`config.mk`:
```
export PLATFORM = sky130hd
export DESIGN_NAME = kr_link_training_status_ber_coef
export DESIGN_NICKNAME = d
export VERILOG_FILES = /design/src/kr_lt_pkg.sv /design/src/coef_request_reg.sv /design/src/kr_link_training_status_ber_coef.sv
export SDC_FILE = /design/constraint.sdc
export NUM_CORES = 1
export LEC_CHECK = 0
export BUFFER_PORTS_ARGS = -buffer_cell sky130_fd_sc_hd__buf_2
export CELL_PAD_IN_SITES_DETAIL_PLACEMENT = 1
export CELL_PAD_IN_SITES_GLOBAL_PLACEMENT = 1
export CORE_AREA = 2 2 147 92
export CTS_CLUSTER_SIZE = 25
export DETAILED_ROUTE_END_ITERATION = 10
export DIE_AREA = 0 0 149 94
export PLACE_DENSITY = 0.9
export SETUP_SLACK_MARGIN = 0.5
export SKIP_LAST_GASP = 1
export SYNTH_ARGS = -nofsm -noshare
export SYNTH_HDL_FRONTEND = slang
export SYNTH_SLANG_ARGS = --single-unit
```
`constraint.sdc`:
```
create_clock -name hclk -period 2.5 [get_ports hclk]
set_clock_uncertainty 0.05 [all_clocks]
set_input_delay 0.5 -clock hclk [delete_from_list [all_inputs] [get_ports hclk]]
set_output_delay 0.5 -clock hclk [all_outputs]
set_load 0.02 [all_outputs]
```
`src/kr_lt_pkg.sv`:
```
// Package with register map, field layout and reset values of the link-training status block.
package kr_lt_pkg;
	// Printed offsets are word indices; byte address is four times the index.
	localparam logic [11:0] status_index = 12'h4D2;
	localparam logic [11:0] window_index = 12'h4D3;
	localparam logic [11:0] coef_index = 12'h4D4;
	localparam logic [11:0] control_index = 12'h4D1;
	localparam logic [11:0] irq_status_index = 12'h4E0;
	localparam logic [11:0] irq_mask_index = 12'h4E1;
	localparam logic [13:0] status_addr = {status_index, 2'b00};
	localparam logic [13:0] window_addr = {window_index, 2'b00};
	localparam logic [13:0] coef_addr = {coef_index, 2'b00};
	localparam logic [13:0] control_addr = {control_index, 2'b00};
	localparam logic [13:0] irq_status_addr = {irq_status_index, 2'b00};
	localparam logic [13:0] irq_mask_addr = {irq_mask_index, 2'b00};
	localparam int status_bits = 8;
	localparam int frames_lsb = 0;
	localparam int k_frames_lsb = 10;
	localparam int m_frames_lsb = 20;
	localparam int count_width = 10;
	localparam logic [9:0] frames_reset = 10'h000;
	localparam logic [9:0] k_frames_reset = 10'h00F;
	localparam logic [9:0] m_frames_reset = 10'h000;
	localparam logic [7:0] coef_reset = 8'h00;
	localparam int override_bit = 16;
	localparam int send_new_bit = 4;
	localparam logic [1:0] req_hold = 2'h0;
	localparam logic [1:0] req_increment = 2'h1;
	localparam logic [1:0] req_decrement = 2'h2;
	localparam logic [1:0] req_reserved = 2'h3;
	localparam int init_bit = 6;
	localparam int preset_bit = 7;
endpackage : kr_lt_pkg

```
`src/coef_request_reg.sv`:
```
// Coefficient request register: mirrors training logic or takes software writes.
module coef_request_reg
	import kr_lt_pkg::*;
(
	input wire logic hclk,
	input wire logic hresetn,
	input wire logic override_enable,
	input wire logic sw_write,
	input wire logic [7:0] sw_data,
	input wire logic [7:0] logic_request,
	output logic [7:0] request
);
	logic [7:0] next_request;

	// Reserved tap code 11 from software is turned into hold so it never leaves.
	function automatic logic [1:0] clean_tap(input logic [1:0] code);
		clean_tap = (code == req_reserved) ? req_hold : code;
	endfunction : clean_tap

	always_comb begin
		next_request = request;
		if (!override_enable) begin
			next_request = logic_request;
		end else if (sw_write) begin
			next_request = {sw_data[preset_bit], sw_data[init_bit],
				clean_tap(sw_data[5:4]), clean_tap(sw_data[3:2]),
				clean_tap(sw_data[1:0])};
		end
	end

	always_ff @(posedge hclk or negedge hresetn) begin
		if (!hresetn) begin
			request <= coef_reset;
		end else begin
			request <= next_request;
		end
	end
endmodule : coef_request_reg

```
`src/kr_link_training_status_ber_coef.sv`:
```
// Register bank for link-training status, error window length and coefficient request.
// Operation
// - Bit 0 shows receiver trained.
// - Bit 1 shows training frame lock.
// - Bit 2 high while start-up runs.
// - Bit 3 shows training failure.
// - Bit 4 shows excessive error rate.
// - Bit 5 shows frame lock lost.
// - Bit 6 shows lock loss during receive equalization.
// - Bit 7 shows fine tuning found nothing.
// - Bits 9:0 frames per step.
// - Bits 19:10 thousands of frames, reset 0xF.
// - Bits 29:20 millions of frames.
// - Bits 5:0 mirror outgoing word, writable under override.
// - Tap codes: 01 up, 10 down, 00 hold.
// - Bit 6 requests partner initialize.
// - Bit 7 requests partner preset.
// - Override bit hands commands to software.
// - Self-clearing bit sends software request.
//
// The implementer's own choice: the AHB-Lite slave port.
module kr_link_training_status_ber_coef
	import kr_lt_pkg::*;
(
	input wire logic hclk,
	input wire logic hresetn,
	input wire logic hsel,
	input wire logic [31:0] haddr,
	input wire logic [1:0] htrans,
	input wire logic hwrite,
	input wire logic [2:0] hsize,
	input wire logic [31:0] hwdata,
	input wire logic hready,
	output logic [31:0] hrdata,
	output logic hreadyout,
	output logic hresp,
	input wire logic rx_trained,
	input wire logic frame_lock,
	input wire logic startup_running,
	input wire logic training_failure,
	input wire logic error_excessive,
	input wire logic frame_lock_lost,
	input wire logic receive_equalization_phase_lock_loss,
	input wire logic tuning_error,
	input wire logic [7:0] logic_request,
	output logic [7:0] local_side_request,
	output logic send_request,
	output logic override_enable,
	output logic [9:0] frames_count,
	output logic [9:0] k_frames_count,
	output logic [9:0] m_frames_count,
	output logic irq
);
	logic [status_bits-1:0] status_live;
	logic [status_bits-1:0] status_prev;
	logic [status_bits-1:0] next_status_prev;
	logic [status_bits-1:0] irq_status;
	logic [status_bits-1:0] next_irq_status;
	logic [status_bits-1:0] irq_mask;
	logic [status_bits-1:0] next_irq_mask;
	logic [9:0] next_frames_count;
	logic [9:0] next_k_frames_count;
	logic [9:0] next_m_frames_count;
	logic next_override_enable;
	logic next_send_request;
	logic next_irq;
	logic [31:0] next_hrdata;
	logic wr_pending;
	logic next_wr_pending;
	logic [13:0] wr_addr;
	logic [13:0] next_wr_addr;
	logic rd_now;
	logic wr_now;
	logic coef_write;
	logic [7:0] coef_value;
	logic [status_bits-1:0] status_rise;
	logic window_write;
	logic control_write;
	logic irq_status_write;
	logic irq_mask_write;
	logic next_hreadyout;
	logic next_hresp;
	logic [7:0] next_local_side_request;

	// Reads decode all address bits so upper bits alias nothing; writes compare haddr[13:0] only.
	function automatic logic hit(input logic [31:0] a, input logic [13:0] r);
		hit = (a[31:14] == 18'h00000) && (a[13:0] == r);
	endfunction : hit

	// A data phase write lands only on the register its address phase named.
	function automatic logic write_to(input logic pending,
		input logic [13:0] a, input logic [13:0] r);
		write_to = pending && (a == r);
	endfunction : write_to

	function automatic logic [31:0] low_byte(input logic [7:0] v);
		low_byte = {24'h000000, v};
	endfunction : low_byte

	function automatic logic [9:0] count_field(input logic [31:0] d,
		input int lsb);
		count_field = d[lsb +: count_width];
	endfunction : count_field

	// Status bits are straight copies of the training state each cycle.
	assign status_live = {tuning_error, receive_equalization_phase_lock_loss, frame_lock_lost,
		error_excessive, training_failure, startup_running, frame_lock,
		rx_trained};

	assign rd_now = hsel && hready && htrans[1] && !hwrite;
	assign wr_now = hsel && hready && htrans[1] && hwrite;
	assign coef_write = write_to(wr_pending, wr_addr, coef_addr);
	assign window_write = write_to(wr_pending, wr_addr, window_addr);
	assign control_write = write_to(wr_pending, wr_addr, control_addr);
	assign irq_status_write = write_to(wr_pending, wr_addr, irq_status_addr);
	assign irq_mask_write = write_to(wr_pending, wr_addr, irq_mask_addr);
	assign status_rise = status_live & ~status_prev;

	coef_request_reg u_coef (
		.hclk(hclk),
		.hresetn(hresetn),
		.override_enable(override_enable),
		.sw_write(coef_write),
		.sw_data(hwdata[7:0]),
		.logic_request(logic_request),
		.request(coef_value)
	);

	// The address phase is remembered so the write lands in its data phase.
	always_comb begin
		next_wr_pending = wr_now;
		next_wr_addr = wr_addr;
		if (wr_now) begin
			next_wr_addr = haddr[13:0];
		end
	end

	always_ff @(posedge hclk or negedge hresetn) begin
		if (!hresetn) begin
			wr_pending <= 1'b0;
			wr_addr <= 14'h0000;
		end else begin
			wr_pending <= next_wr_pending;
			wr_addr <= next_wr_addr;
		end
	end

	always_comb begin
		next_frames_count = frames_count;
		next_k_frames_count = k_frames_count;
		next_m_frames_count = m_frames_count;
		if (window_write) begin
			next_frames_count = count_field(hwdata, frames_lsb);
			next_k_frames_count = count_field(hwdata, k_frames_lsb);
			next_m_frames_count = count_field(hwdata, m_frames_lsb);
		end
	end

	always_ff @(posedge hclk or negedge hresetn) begin
		if (!hresetn) begin
			frames_count <= frames_reset;
			k_frames_count <= k_frames_reset;
			m_frames_count <= m_frames_reset;
		end else begin
			frames_count <= next_frames_count;
			k_frames_count <= next_k_frames_count;
			m_frames_count <= next_m_frames_count;
		end
	end

	always_comb begin
		next_override_enable = override_enable;
		if (control_write) begin
			next_override_enable = hwdata[override_bit];
		end
	end

	always_ff @(posedge hclk or negedge hresetn) begin
		if (!hresetn) begin
			override_enable <= 1'b0;
		end else begin
			override_enable <= next_override_enable;
		end
	end

	// Send needs the override already on, so one write cannot both enable
	// the override and ship a field that software has not yet filled in.
	always_comb begin
		next_send_request = 1'b0;
		if (control_write) begin
			next_send_request = hwdata[send_new_bit] && override_enable;
		end
	end

	always_ff @(posedge hclk or negedge hresetn) begin
		if (!hresetn) begin
			send_request <= 1'b0;
		end else begin
			send_request <= next_send_request;
		end
	end

	always_comb begin
		next_status_prev = status_live;
	end

	always_ff @(posedge hclk or negedge hresetn) begin
		if (!hresetn) begin
			status_prev <= 8'h00;
		end else begin
			status_prev <= next_status_prev;
		end
	end

	always_comb begin
		next_irq_mask = irq_mask;
		if (irq_mask_write) begin
			next_irq_mask = hwdata[status_bits-1:0];
		end
	end

	always_ff @(posedge hclk or negedge hresetn) begin
		if (!hresetn) begin
			irq_mask <= 8'h00;
		end else begin
			irq_mask <= next_irq_mask;
		end
	end

	// A rising status bit sets its sticky flag; set wins over a same-cycle clear.
	always_comb begin
		next_irq_status = irq_status;
		if (irq_status_write) begin
			next_irq_status = irq_status & ~hwdata[status_bits-1:0];
		end
		next_irq_status = next_irq_status | status_rise;
	end

	always_ff @(posedge hclk or negedge hresetn) begin
		if (!hresetn) begin
			irq_status <= 8'h00;
		end else begin
			irq_status <= next_irq_status;
		end
	end

	// Built from the next flags so the line moves in step with them.
	always_comb begin
		next_irq = |(next_irq_status & next_irq_mask);
	end

	always_ff @(posedge hclk or negedge hresetn) begin
		if (!hresetn) begin
			irq <= 1'b0;
		end else begin
			irq <= next_irq;
		end
	end

	// Read data stands for the data phase only and is zero otherwise.
	always_comb begin
		next_hrdata = 32'h00000000;
		if (rd_now) begin
			if (hit(haddr, status_addr)) begin
				next_hrdata = low_byte(status_live);
			end else if (hit(haddr, window_addr)) begin
				next_hrdata = {2'b00, m_frames_count, k_frames_count,
					frames_count};
			end else if (hit(haddr, coef_addr)) begin
				next_hrdata = low_byte(coef_value);
			end else if (hit(haddr, control_addr)) begin
				next_hrdata = {15'h0000, override_enable, 16'h0000};
			end else if (hit(haddr, irq_status_addr)) begin
				next_hrdata = low_byte(irq_status);
			end else if (hit(haddr, irq_mask_addr)) begin
				next_hrdata = low_byte(irq_mask);
			end
		end
	end

	always_ff @(posedge hclk or negedge hresetn) begin
		if (!hresetn) begin
			hrdata <= 32'h00000000;
		end else begin
			hrdata <= next_hrdata;
		end
	end

	// Every transfer is answered at once with OKAY; no wait state exists.
	always_comb begin
		next_hreadyout = 1'b1;
		next_hresp = 1'b0;
	end

	always_ff @(posedge hclk or negedge hresetn) begin
		if (!hresetn) begin
			hreadyout <= 1'b1;
			hresp <= 1'b0;
		end else begin
			hreadyout <= next_hreadyout;
			hresp <= next_hresp;
		end
	end

	// One more register so the outgoing word leaves straight from a flop.
	always_comb begin
		next_local_side_request = coef_value;
	end

	always_ff @(posedge hclk or negedge hresetn) begin
		if (!hresetn) begin
			local_side_request <= coef_reset;
		end else begin
			local_side_request <= next_local_side_request;
		end
	end
endmodule : kr_link_training_status_ber_coef

```
Yosys cells after proc, flatten, opt, wreduce, memory -nomap -nowiden

Index checks and enable logic that the tools add are counted.

Equality and inequality tests: 15
Mux-type cells: 15
Bitwise logic cells: 6
Reduce and logical (&&, ||, !) cells: 19

Operators by type and width:

| cell                 | number |
|---|---|
| $eq 14x13->1 const B | 11 |
| $mux 30              | 2 |
| $mux 8               | 6 |
| $mux 17              | 2 |
| $mux 32              | 1 |
| $and 8x8->8          | 3 |
| $logic_not 18->1     | 1 |
| $logic_and 1x1->1    | 16 |
| $not 8->8            | 2 |
| $or 8x8->8           | 1 |
| $reduce_or 8->1      | 1 |
| $eq 2x2->1 const B   | 3 |
| $mux 2               | 3 |
| $ne 2x1->1 const B   | 1 |
| $logic_not 1->1      | 1 |
| $mux 1               | 1 |

Flip-flop bits (word level): 120
Input bits: 90
Output and inout bits: 75

Longest topological paths before layout

Gate-level depths: netlist of the first run.

Word-level depth: 9
Depth in mapped cells: 7
Gate-level depth less buffers: 5

Hierarchy

A second synthesis of the first run with hierarchy kept.

Cell total of the unflattened synthesis: 399
Area, all modules: 4,859.7 µm²

Modules (own cells, without submodules):

| module                           | instances | cells each | area an instance (µm²) | sequential area each (µm²) |
|---|---|---|---|---|
| kr_link_training_status_ber_coef | 1         | 358        | 4,445.5                | 2,757.6 |
| coef_request_reg                 | 1         | 41         | 414.1                  | 200.2 |

Least setup slack after synthesis of the first run

Ideal clock, no wire load.

Kind: flip-flop to flip-flop
Start: reg wr_addr[3]
End: reg irq
Data arrival time: 1.941 ns
Path slack: 0.374 ns
Stages on the path, launching flop included: 7
Clock period less this slack: 2.126 ns
Cell sequence: dfrtp_1 or3_1 or4_4 buf_6 mux2_4 a22oi_2 nand4_1

RTL lines:

| element                    | line                                    | text |
|---|---|---|
| start, declared            | kr_link_training_status_ber_coef.sv:70  | `logic [13:0] wr_addr;` |
| start signal, assigned     | kr_link_training_status_ber_coef.sv:144 | `wr_addr <= next_wr_addr;` |
| $eq 14x13->1               | kr_link_training_status_ber_coef.sv:93  | `write_to = pending && (a == r);` |
| $logic_and 1x1->1          | kr_link_training_status_ber_coef.sv:93  |  |
| $mux 8                     | kr_link_training_status_ber_coef.sv:217 | `if (irq_mask_write) begin` |
| named net next_irq_mask[6] | kr_link_training_status_ber_coef.sv:60  | `logic [status_bits-1:0] next_irq_mask;` |
| $and 8x8->8                | kr_link_training_status_ber_coef.sv:249 | `next_irq = \|(next_irq_status & next_irq_mask);` |
| $reduce_or 8->1            | kr_link_training_status_ber_coef.sv:249 |  |
| named net next_irq         | kr_link_training_status_ber_coef.sv:66  | `logic next_irq;` |
| end signal, assigned       | kr_link_training_status_ber_coef.sv:256 | `irq <= next_irq;` |
| end, declared              | kr_link_training_status_ber_coef.sv:52  | `output logic irq` |

The timed path passes the listed nets, and every way through them passes these cells.
A chain may end at the register's enable or synchronous reset.

Final worst setup path of the first run

Start: reg wr_addr[1]
End: reg irq

The elaborated chain is that of the path after synthesis.

==> reports/results.txt, run 1 <==
Worst-path cell chain - or3_1 > or4_4 > mux2_4 > a22oi_2 > nand4_1
Post-synthesis register bit count - 118
Highest layer used for signal routing - met5
Detailed Route WL - 15400 um
Post-DP HPWL - 10800 um
Place WS - 0.0113 ns
Compound-gate portion of the synthesized area - 7.78%
Cell row count - 32
CP max-delay cell - or4_4
Fin nets - 660
Max-slew headroom - 63.2%
RePlAce Congestion - 0.840
Worst reg2reg setup slack - 0.19 ns
Worst-margin pin slew - 0.551 ns
Num Clock Sinks - 118
Met3 routed WL - 1160 um
Fraction of final layout cells sized beyond drive strength 1 - 43.6%
Leak pwr - 3.53 nW
Design area - 0.00662 mm^2
Worst path arrival time - 2.53 ns
Fin. Hold Viols - 0
Post-synth EDFFs - 0
DR vias/cell - 5.23
Seq/Total Area, Yosys - 61.3%
Largest cells by area after synthesis - dfrtp_1, mux2_2, nand2_1
Die width - 149 um
Synth top area share - 59.1%
Cts bufs inserted - 17
Drt wl/cell - 20.5 um
FF-to-FF Start - wr_addr[1]$_DFFE_PN0P_
CTS Buffer Depth - 2
Post-synth top cells - dfrtp_1, nand2_1, and2_1, mux2_2, inv_1
Mapped Area - 0.00483 mm^2
TritonCTS clock tree - yes
Synth Area in Simple Gates - 16.5%
Synth Flop Type - dfrtp_1
Fin crit share - 92.5%
Worst vdd ir - 0.423 mV
Pwr/cell area - 754 mW/mm^2
Total negative slack - 0 ns
Post-DP Area - 0.00584 mm^2
Largest net degree at the start of global routing - 49
Met1 WL - 6760 um
DRC viols - 0
Initial Utilization - 38.4%
ANT nets after route - 0
Final Total Pwr - 4.99 mW
Cell taking the most area after synthesis - dfrtp_1
Min setup slack post-route - 0.188 ns
Async S/R FF share, synth - 100%
1st-iter DRT viols - 255
CTS root buffer - clkbuf_16
Largest family of logic cells by synthesized area - simple AND/OR/NAND/NOR gates
Core area - 0.0126 mm^2
Post-layout min period - 2.31 ns
Finished Layout Cells - 753
First-pass GRT wire length - 23800 um
Most numerous cell in the Yosys netlist - dfrtp_1
Data required, critical path - 2.72 ns
Antenna violations before repair - 1
RSZ-0062 raised after global routing - true
Vias in the first global route - 4203
Layout fillers - 1382
Cells after Synth - 397
Xor/xnor cell area share of the yosys netlist - 0%
Hold Crit Class - in -> async
Post-synthesis adder-cell area fraction - 0%
Synthesized area per cell - 12.2 um^2
Port Buffer Count - 154
Io pins - 165
Layout area overhead - 37.2%
Startpoint class of the critical path - flip-flop
Placed Instances - 715
Clock Latency Late Sink - 0.41 ns
Mux cell area share after synthesis - 10.8%
Hold Slack - 0.0326 ns
Crit end category - flip-flop
Worst path max stage delay - 0.66 ns
Drt pass-1 iters - 7
Distinct cells, synth - 44
Fin util - 52.7%
FF-to-FF End - irq$_DFF_PN0_
H-Tree Depth - 4
Final setup viols - 0
Max Slew Vio Count - 0
DR WL met2 - 7230 um
Routed via count - 3940
Remaining Overflow, GRT - 0
Fmax - 0.433 GHz
Post-CTS Hold Fix Bufs - 0
Status - finished clean
GRT Util Overall - 22.9%
Number of synthesis warnings - 0
Max-Cap Viols - 0
Die area - 0.0140 mm^2
Path depth of the worst reg2reg path - 5
Worst-path clk slew - 0.05 ns
Vert. Die Dim - 94 um
Antenna cells - 0
Worst-path maximum fanout - 8
CP Class - reg -> reg
sequential cells by signal, indices dropped and copies added, names as in the netlist:
register and cells:
frames_count 10, hrdata 30, irq 1, irq_mask 8
irq_status 8, k_frames_count 10, local_side_request 8, m_frames_count 10
override_enable 1, send_request 1, status_prev 8, u_coef.request 8
wr_addr 14, wr_pending 1
metal layers:
layer,global-route usage (%),vias up
li1,-,1729
met1,30.3,2004
met2,36.6,177
met3,7.28,28
met4,6.19,2
met5,0,-
timing repair:
action,4_1_cts,5_1_grt
pin swaps,2,7
endpoints found under the setup margin,30,60
gates resized for setup,6,15
setup buffers,1,5
placed cells by master, fill, tap and decap left out, drive strengths merged, types with 5 or more instances in the layout:
cell type	synthesis	routed
a221oi	6	6
a22oi	16	16
a31oi	6	6
and2	22	22
buf	8	172
clkbuf	12	24
dfrtp	114	114
inv	18	18
mux2	40	40
nand2	49	49
nand2b	8	8
nand4	5	5
nor2	17	17
nor4	6	6
o21ai	5	5
o21bai	8	8
o22ai	8	8
or3b	7	7
power breakdown:
group          internal (mW)  leakage (nW)  total (mW)  switching (mW)
Clock                   1.77         0.310        2.63           0.853
Combinational          0.141          1.72       0.326           0.185
Sequential              1.98          1.49        2.04          0.0611
layout make-up:
type	count	area (um^2)	share of cell area [%]
Clock inverter	8	146	2.21
Timing Repair Buffer	172	937	14.2
Inverter	18	67.6	1.02
Sequential cell	118	2960	44.7
Multi-Input combinational cell	243	1810	27.3
Tap cell	170	213	3.21
Clock buffer	24	492	7.43
how the worst max path moves through the flow:
stage                            from                  end  slack (ns)  cells after the start
2_1_floorplan  wr_addr[3]$_DFFE_PN0P_        irq$_DFF_PN0_        0.45                      6
3_3_place_gp                haddr[18]  hrdata[2]$_DFF_PN0_        0.14                      5
3_5_place_dp                haddr[18]  hrdata[5]$_DFF_PN0_        0.01                      5
4_1_cts        wr_addr[3]$_DFFE_PN0P_        irq$_DFF_PN0_        0.18                      5
5_1_grt        wr_addr[1]$_DFFE_PN0P_        irq$_DFF_PN0_        0.14                      5
6_report       wr_addr[1]$_DFFE_PN0P_        irq$_DFF_PN0_        0.19                      5
cells by family (layout without fill, tap and decap cells):
family | count (synthesis) | in the layout
AOI/OAI and AO/OA | 53 | 53
buffers and inverters | 38 | 222
DFF | 118 | 118
muxes | 44 | 44
other | 2 | 4
and+or+nand+nor | 142 | 142
critical path: cells and delay by family, from the launching register on:
| family | cells | cell delay [ns] |
|---|---|---|
| DFF | 1 | 0.40 |
| muxes | 1 | 0.36 |
| AOI/OAI and AO/OA | 1 | 0.18 |
| and+or+nand+nor | 3 | 1.18 |
Power figures use the tool's default switching activity.
==> run 2: changes to the inputs <==
- PLACE_DENSITY: 0.9 -> 0.78
==> run 2 against run 1 <==
Power down 4.0%. Highest routed layer is now met4. Via count down 4.4%. Combinational power down 2%. First-iteration DRC count down 21%.
==> reports/results.txt, run 2 (synthesized netlist as in run 1, its figures left out) <==
Post-layout min period - 2.29 ns (was 2.31 ns)
Antenna violations before repair - 0 (was 1)
Layout fillers - 1381 (was 1382)
Layout area overhead - 35.1% (was 37.2%)
Startpoint class of the critical path - flip-flop (unchanged)
Post-CTS Hold Fix Bufs - 0 (unchanged)
GRT Util Overall - 21.8% (was 22.9%)
CTS root buffer - clkbuf_16 (unchanged)
Fraction of final layout cells sized beyond drive strength 1 - 43.2% (was 43.6%)
Cts bufs inserted - 17 (unchanged)
Remaining Overflow, GRT - 0 (unchanged)
Drt wl/cell - 19.4 um (was 20.5 um)
ANT nets after route - 0 (unchanged)
Die width - 149 um (unchanged)
Hold Crit Class - in -> async (unchanged)
Top Registers - hrdata: 30 flops, wr_addr: 14 flops (unchanged)
Cell row count - 32 (unchanged)
Routed via count - 3766 (was 3940)
Crit path from - wr_addr[1]$_DFFE_PN0P_ (unchanged)
Data required, critical path - 2.72 ns (about the same)
Worst-path maximum fanout - 8 (unchanged)
Worst vdd ir - 0.447 mV (was 0.423 mV)
Status - finished clean (unchanged)
Initial Utilization - 38.4% (unchanged)
RSZ-0062 raised after global routing - true (unchanged)
Fin util - 51.9% (was 52.7%)
Final setup viols - 0 (unchanged)
Post-DP HPWL - 10300 um (was 10800 um)
Worst path arrival time - 2.51 ns (was 2.53 ns)
Clock Latency Late Sink - 0.41 ns (about the same)
TritonCTS clock tree - yes (unchanged)
CTS Buffer Depth - 2 (unchanged)
Worst-margin pin slew - 0.637 ns (was 0.551 ns)
Max-slew headroom - 57.5% (was 63.2%)
Num Clock Sinks - 118 (unchanged)
Most frequent cells in the layout - buf_2, dfrtp_1, nand2_1, and2_1, mux2_2 (unchanged)
DRC viols - 0 (unchanged)
FF-to-FF Start - wr_addr[1]$_DFFE_PN0P_ (unchanged)
1st-iter DRT viols - 202 (was 255)
Total negative slack - 0 ns (unchanged)
Max Slew Vio Count - 0 (unchanged)
CP Class - reg -> reg (unchanged)
Commonest non-fill, non-tap cell in the layout - buf_2 (unchanged)
Max reg flops - 30 (unchanged)
Worst-path clk slew - 0.06 ns (was 0.05 ns)
Largest net degree at the start of global routing - 119 (was 49)
Largest Register - hrdata (unchanged)
H-Tree Depth - 4 (unchanged)
Detailed Route WL - 14600 um (was 15400 um)
Pwr/cell area - 735 mW/mm^2 (was 754 mW/mm^2)
Antenna cells - 0 (unchanged)
Io pins - 165 (unchanged)
DR vias/cell - 5.01 (was 5.23)
Fmax - 0.436 GHz (was 0.433 GHz)
Port Buffer Count - 154 (unchanged)
RePlAce Congestion - 0.828 (was 0.840)
Vias in the first global route - 4058 (was 4203)
Die area - 0.0140 mm^2 (unchanged)
Core area - 0.0126 mm^2 (unchanged)
Crit end category - flip-flop (unchanged)
Path depth of the worst reg2reg path - 5 (unchanged)
Max-Cap Viols - 0 (unchanged)
Fin nets - 658 (was 660)
Vert. Die Dim - 94 um (unchanged)
Leak pwr - 3.48 nW (was 3.53 nW)
Hold Slack - 0.114 ns (was 0.0326 ns)
Fin crit share - 91.7% (was 92.5%)
Drt pass-1 iters - 4 (was 7)
Fin. Hold Viols - 0 (unchanged)
First-pass GRT wire length - 22600 um (was 23800 um)
run 2: final timing paths:
check                                                   to  slack [ns]
setup / recovery                             irq$_DFF_PN0_        0.21
hold / removal                        hrdata[15]$_DFF_PN0_        0.11
setup reg to reg                             irq$_DFF_PN0_        0.21
hold reg to reg            local_side_request[2]$_DFF_PN0_        0.38
max in group asynchronous              hrdata[7]$_DFF_PN0_        1.79
min in group hclk                 status_prev[2]$_DFF_PN0_        0.16
run 2: stage by stage:
stage | power [mW] | setup slack, ns | area (um^2) | cells
floorplan | 2.18 | 0.447 | 4850 | 399
global placement | 2.34 | 0.0996 | 5840 | 715
detailed placement | 2.36 | 0.0158 | 5840 | 715
finish | 4.80 | 0.208 | 6520 | 751
CTS | 4.83 | 0.244 | 6470 | 749
global route | 4.99 | 0.138 | 6520 | 751
run 2: layout make-up:
type | count | area (um^2) | share of cell area, %
Inverter | 18 | 67.6 | 1.04
Timing Repair Buffer | 170 | 910 | 13.9
Multi-Input combinational cell | 243 | 1770 | 27.2
Tap cell | 170 | 213 | 3.26
Sequential cell | 118 | 2960 | 45.4
Clock buffer | 19 | 453 | 6.95
Clock inverter | 13 | 146 | 2.24
run 2: critical path, cell delays in order, from the launching register on:
cell	delay (ns)
dfrtp_1	0.39
or3_1	0.40
or4_4	0.62
mux2_4	0.36
a22oi_2	0.19
nand4_1	0.13
run 2: metal layers:
layer	part of all wire (%)	global-route usage [%]
met1	45	28.4
met2	47	35.6
met3	6.7	6.12
met4	1.2	6.75
met5	0	0
run 2: what timing repair did:
item,CTS,global route
setup endpoints to repair,18,31
pin swaps,4,1
resized for setup,5,8
buffers inserted,2,2
run 2: power by group:
part | internal [mW] | total [mW] | leakage [nW] | switching (mW)
logic | 0.138 | 0.320 | 1.71 | 0.183
registers | 1.98 | 2.04 | 1.49 | 0.0576
clock network | 1.53 | 2.44 | 0.279 | 0.909
total | 3.65 | 4.80 | 3.48 | 1.15
==> run 3: changes to the inputs <==
- ABC_AREA: not set -> 1
- CORE_AREA: 2 2 147 92 -> 2 2 155 97
- DIE_AREA: 0 0 149 94 -> 0 0 157 99
==> run 3 against run 2 <==
Cell count up 31%. Area after synthesis up 6.1%. Hold slack worse by 0.088 ns. Count of clock-buffer cells in the layout up 1. Wire length up 8.6%. Sequential power down 2%. Register-to-register slack better by 0.44 ns. Via count up 23%. Die area up 11%. Fmax up 24%. Non-clock buffer count down 1. Critical path depth up 5.
==> reports/results.txt, run 3 <==
Status - finished clean (unchanged)
DR vias/cell - 4.70 (was 5.01)
Worst path max stage delay - 0.39 ns (was 0.62 ns)
Max-Cap Viols - 0 (unchanged)
Post-synth top cells - nand2_1, dfrtp_1, inv_1 (was dfrtp_1, nand2_1, and2_1, mux2_2, inv_1)
Largest cells by area after synthesis - dfrtp_1, nand2_1, inv_1 (was dfrtp_1, mux2_2, nand2_1)
Cells after Synth - 606 (was 397)
Synthesized area per cell - 8.45 um^2 (was 12.2 um^2)
Post-synthesis register bit count - 118 (unchanged)
Drt wl/cell - 16.0 um (was 19.4 um)
Fmax - 0.540 GHz (was 0.436 GHz)
Place WS - 0.249 ns (was 0.0158 ns)
Worst vdd ir - 0.394 mV (was 0.447 mV)
Async S/R FF share, synth - 100% (unchanged)
Cts bufs inserted - 17 (unchanged)
Worst-margin pin slew - 0.578 ns (was 0.637 ns)
Min setup slack post-route - 0.648 ns (was 0.208 ns)
Commonest non-fill, non-tap cell in the layout - nand2_1 (was buf_2)
DRC viols - 0 (unchanged)
Worst-path maximum fanout - 16 (was 8)
Vias in the first global route - 4973 (was 4058)
Hold Slack - 0.0265 ns (was 0.114 ns)
Max Slew Vio Count - 0 (unchanged)
Worst Path Buf+Inv - 1 (was 0)
Distinct cells, synth - 32 (was 44)
Final setup viols - 0 (unchanged)
Worst-path clk slew - 0.06 ns (about the same)
Seq/Total Area, Yosys - 57.7% (was 61.3%)
Crit end category - flip-flop (unchanged)
Antenna cells - 0 (unchanged)
Final Total Pwr - 4.71 mW (was 4.80 mW)
Post-layout min period - 1.85 ns (was 2.29 ns)
Top Family by Delay on Critical Path - simple AND/OR/NAND/NOR gates (unchanged)
Fin. Hold Viols - 0 (unchanged)
Total negative slack - 0 ns (unchanged)
Most numerous cell in the Yosys netlist - nand2_1 (was dfrtp_1)
Layout area overhead - 32.8% (was 35.1%)
Pwr/cell area - 693 mW/mm^2 (was 735 mW/mm^2)
Design area - 0.00680 mm^2 (was 0.00652 mm^2)
1st-iter DRT viols - 300 (was 202)
RSZ-0062 raised after global routing - true (unchanged)
Initial Utilization - 36.4% (was 38.4%)
Fin nets - 865 (was 658)
RePlAce Congestion - 0.802 (was 0.828)
CP Class - reg -> reg (unchanged)
Routed via count - 4632 (was 3766)
Mapped Area - 0.00512 mm^2 (was 0.00483 mm^2)
Post-DP HPWL - 11500 um (was 10300 um)
GRT Util Overall - 21.3% (was 21.8%)
Hold Crit Class - in -> async (unchanged)
Post-synth EDFFs - 0 (unchanged)
Top Registers - hrdata: 30 flops, wr_addr: 14 flops (unchanged)
Startpoint class of the critical path - flip-flop (unchanged)
Max reg flops - 30 (unchanged)
ANT nets after route - 0 (unchanged)
Drt pass-1 iters - 5 (was 4)
Port Buffer Count - 154 (unchanged)
Clock Latency Late Sink - 0.42 ns (was 0.41 ns)
CP max-delay cell - dfrtp_1 (was or4_4)
CTS Buffer Depth - 2 (unchanged)
Remaining Overflow, GRT - 0 (unchanged)
Fin crit share - 74.1% (was 91.7%)
Io pins - 165 (unchanged)
Antenna violations before repair - 0 (unchanged)
Die width - 157 um (was 149 um)
First-pass GRT wire length - 25400 um (was 22600 um)
H-Tree Depth - 4 (unchanged)
Num Clock Sinks - 118 (unchanged)
Detailed Route WL - 15800 um (was 14600 um)
Core area - 0.0141 mm^2 (was 0.0126 mm^2)
Synth top area share - 55.7% (was 59.1%)
CTS root buffer - clkbuf_16 (unchanged)
Most frequent cells in the layout - nand2_1, buf_2, dfrtp_1, inv_1, nor2_1 (was buf_2, dfrtp_1, nand2_1, and2_1, mux2_2)
Leak pwr - 3.52 nW (was 3.48 nW)
Vert. Die Dim - 99 um (was 94 um)
Synth Flop Type - dfrtp_1 (unchanged)
Worst path arrival time - 2.08 ns (was 2.51 ns)
Die area - 0.0155 mm^2 (was 0.0140 mm^2)
Data required, critical path - 2.73 ns (was 2.72 ns)
Worst-path cell chain - nor2_2 > inv_2 > nor3_2 > nand3_4 > nand2_1 > o21ai_1 > nand2_1 > nand2_1 > nor2_1 > nand2_1 (was or3_1 > or4_4 > mux2_4 > a22oi_2 > nand4_1)
Max-slew headroom - 61.5% (was 57.5%)
Fraction of final layout cells sized beyond drive strength 1 - 28.7% (was 43.2%)
TritonCTS clock tree - yes (unchanged)
Post-CTS Hold Fix Bufs - 0 (unchanged)
Crit path top cell by count - nand2_1
Cell row count - 34 (was 32)
Largest Register - hrdata (unchanged)
Largest net degree at the start of global routing - 61 (was 119)
Cell taking the most area after synthesis - dfrtp_1 (unchanged)
Number of synthesis warnings - 0 (unchanged)
Post-DP Area - 0.00617 mm^2 (was 0.00584 mm^2)
==> run 3: cell count changes after synthesis, moves of 22 or more <==
| cell | change |
|---|---|
| nand2_1 | +144 |
| inv_1 | +55 |
| o21ai_0 | +42 |
| nor2_1 | +37 |
| nand3_1 | +26 |
| mux2_2 | -22 |
==> run 3: what timing repair did <==
item                       CTS  global route
gates resized for setup      1             7
setup endpoints to repair    1            31
buffers inserted             0             0
hold endpoints to repair     0             0
==> run 3: power by group <==
part / leakage, nW / switching [mW] / internal (mW)
Sequential: 1.30 / 0.0360 / 1.97
Clock: 0.282 / 0.901 / 1.51
Combinational: 1.93 / 0.187 / 0.107
==> run 3: area by class of cell <==
cell class	instances	area, um^2
fill	1701	7280
sequential	118	2960
multi-input combinational	391	1790
timing repair buffer	169	927
clock buffer	20	457
inverter	78	293
tap	198	248
clock inverter	12	129
==> run 3: layer usage <==
layer	vias to the layer above	global-route usage (%)	wire length (um)
met4	0	6.85	210
met2	109	34.8	7410
met3	18	3.96	657
met1	2283	28.9	7520
li1	2222	-	-
met5	-	0	0
==> run 3: logic make-up after synthesis <==
group                  count (synthesis)  share of synthesized area, %
other                                  2                         0.147
buffers and inverters                 99                          8.18
DFF                                  118                          57.7
AOI/OAI and AO/OA                     76                          7.74
and+or+nand+nor                      311                          26.2
==> run 3: worst reg2reg max path: stages (launching register included) <==
cell	delay (ns)
dfrtp_1	0.39
nor2_2	0.16
inv_2	0.07
nor3_2	0.22
nand3_4	0.26
nand2_1	0.13
o21ai_1	0.09
nand2_1	0.08
nand2_1	0.07
nor2_1	0.10
nand2_1	0.10
==> run 3: final timing paths <==
check	slack (ns)	end	depth (start not counted)	startpoint
min reg2reg	0.33	local_side_request[6]$_DFF_PN0_	0	u_coef.request[6]$_DFFE_PN0P_
min in group hclk	0.17	status_prev[7]$_DFF_PN0_	1	tuning_error
max in group asynchronous	1.68	k_frames_count[0]$_DFFE_PN1P_	2	hresetn
min	0.03	wr_addr[9]$_DFFE_PN0P_	1	hresetn
max reg2reg	0.65	irq$_DFF_PN0_	10	wr_addr[1]$_DFFE_PN0P_
max	0.65	irq$_DFF_PN0_	10	wr_addr[1]$_DFFE_PN0P_
==> run 3: per-stage QoR <==
stage | instances | utilization (%)
3_5_place_dp | 954 | 43.9
2_1_floorplan | 608 | -
3_3_place_gp | 954 | 43.9
4_1_cts | 986 | 48.0
6_report | 986 | 48.3
5_1_grt | 986 | 48.3
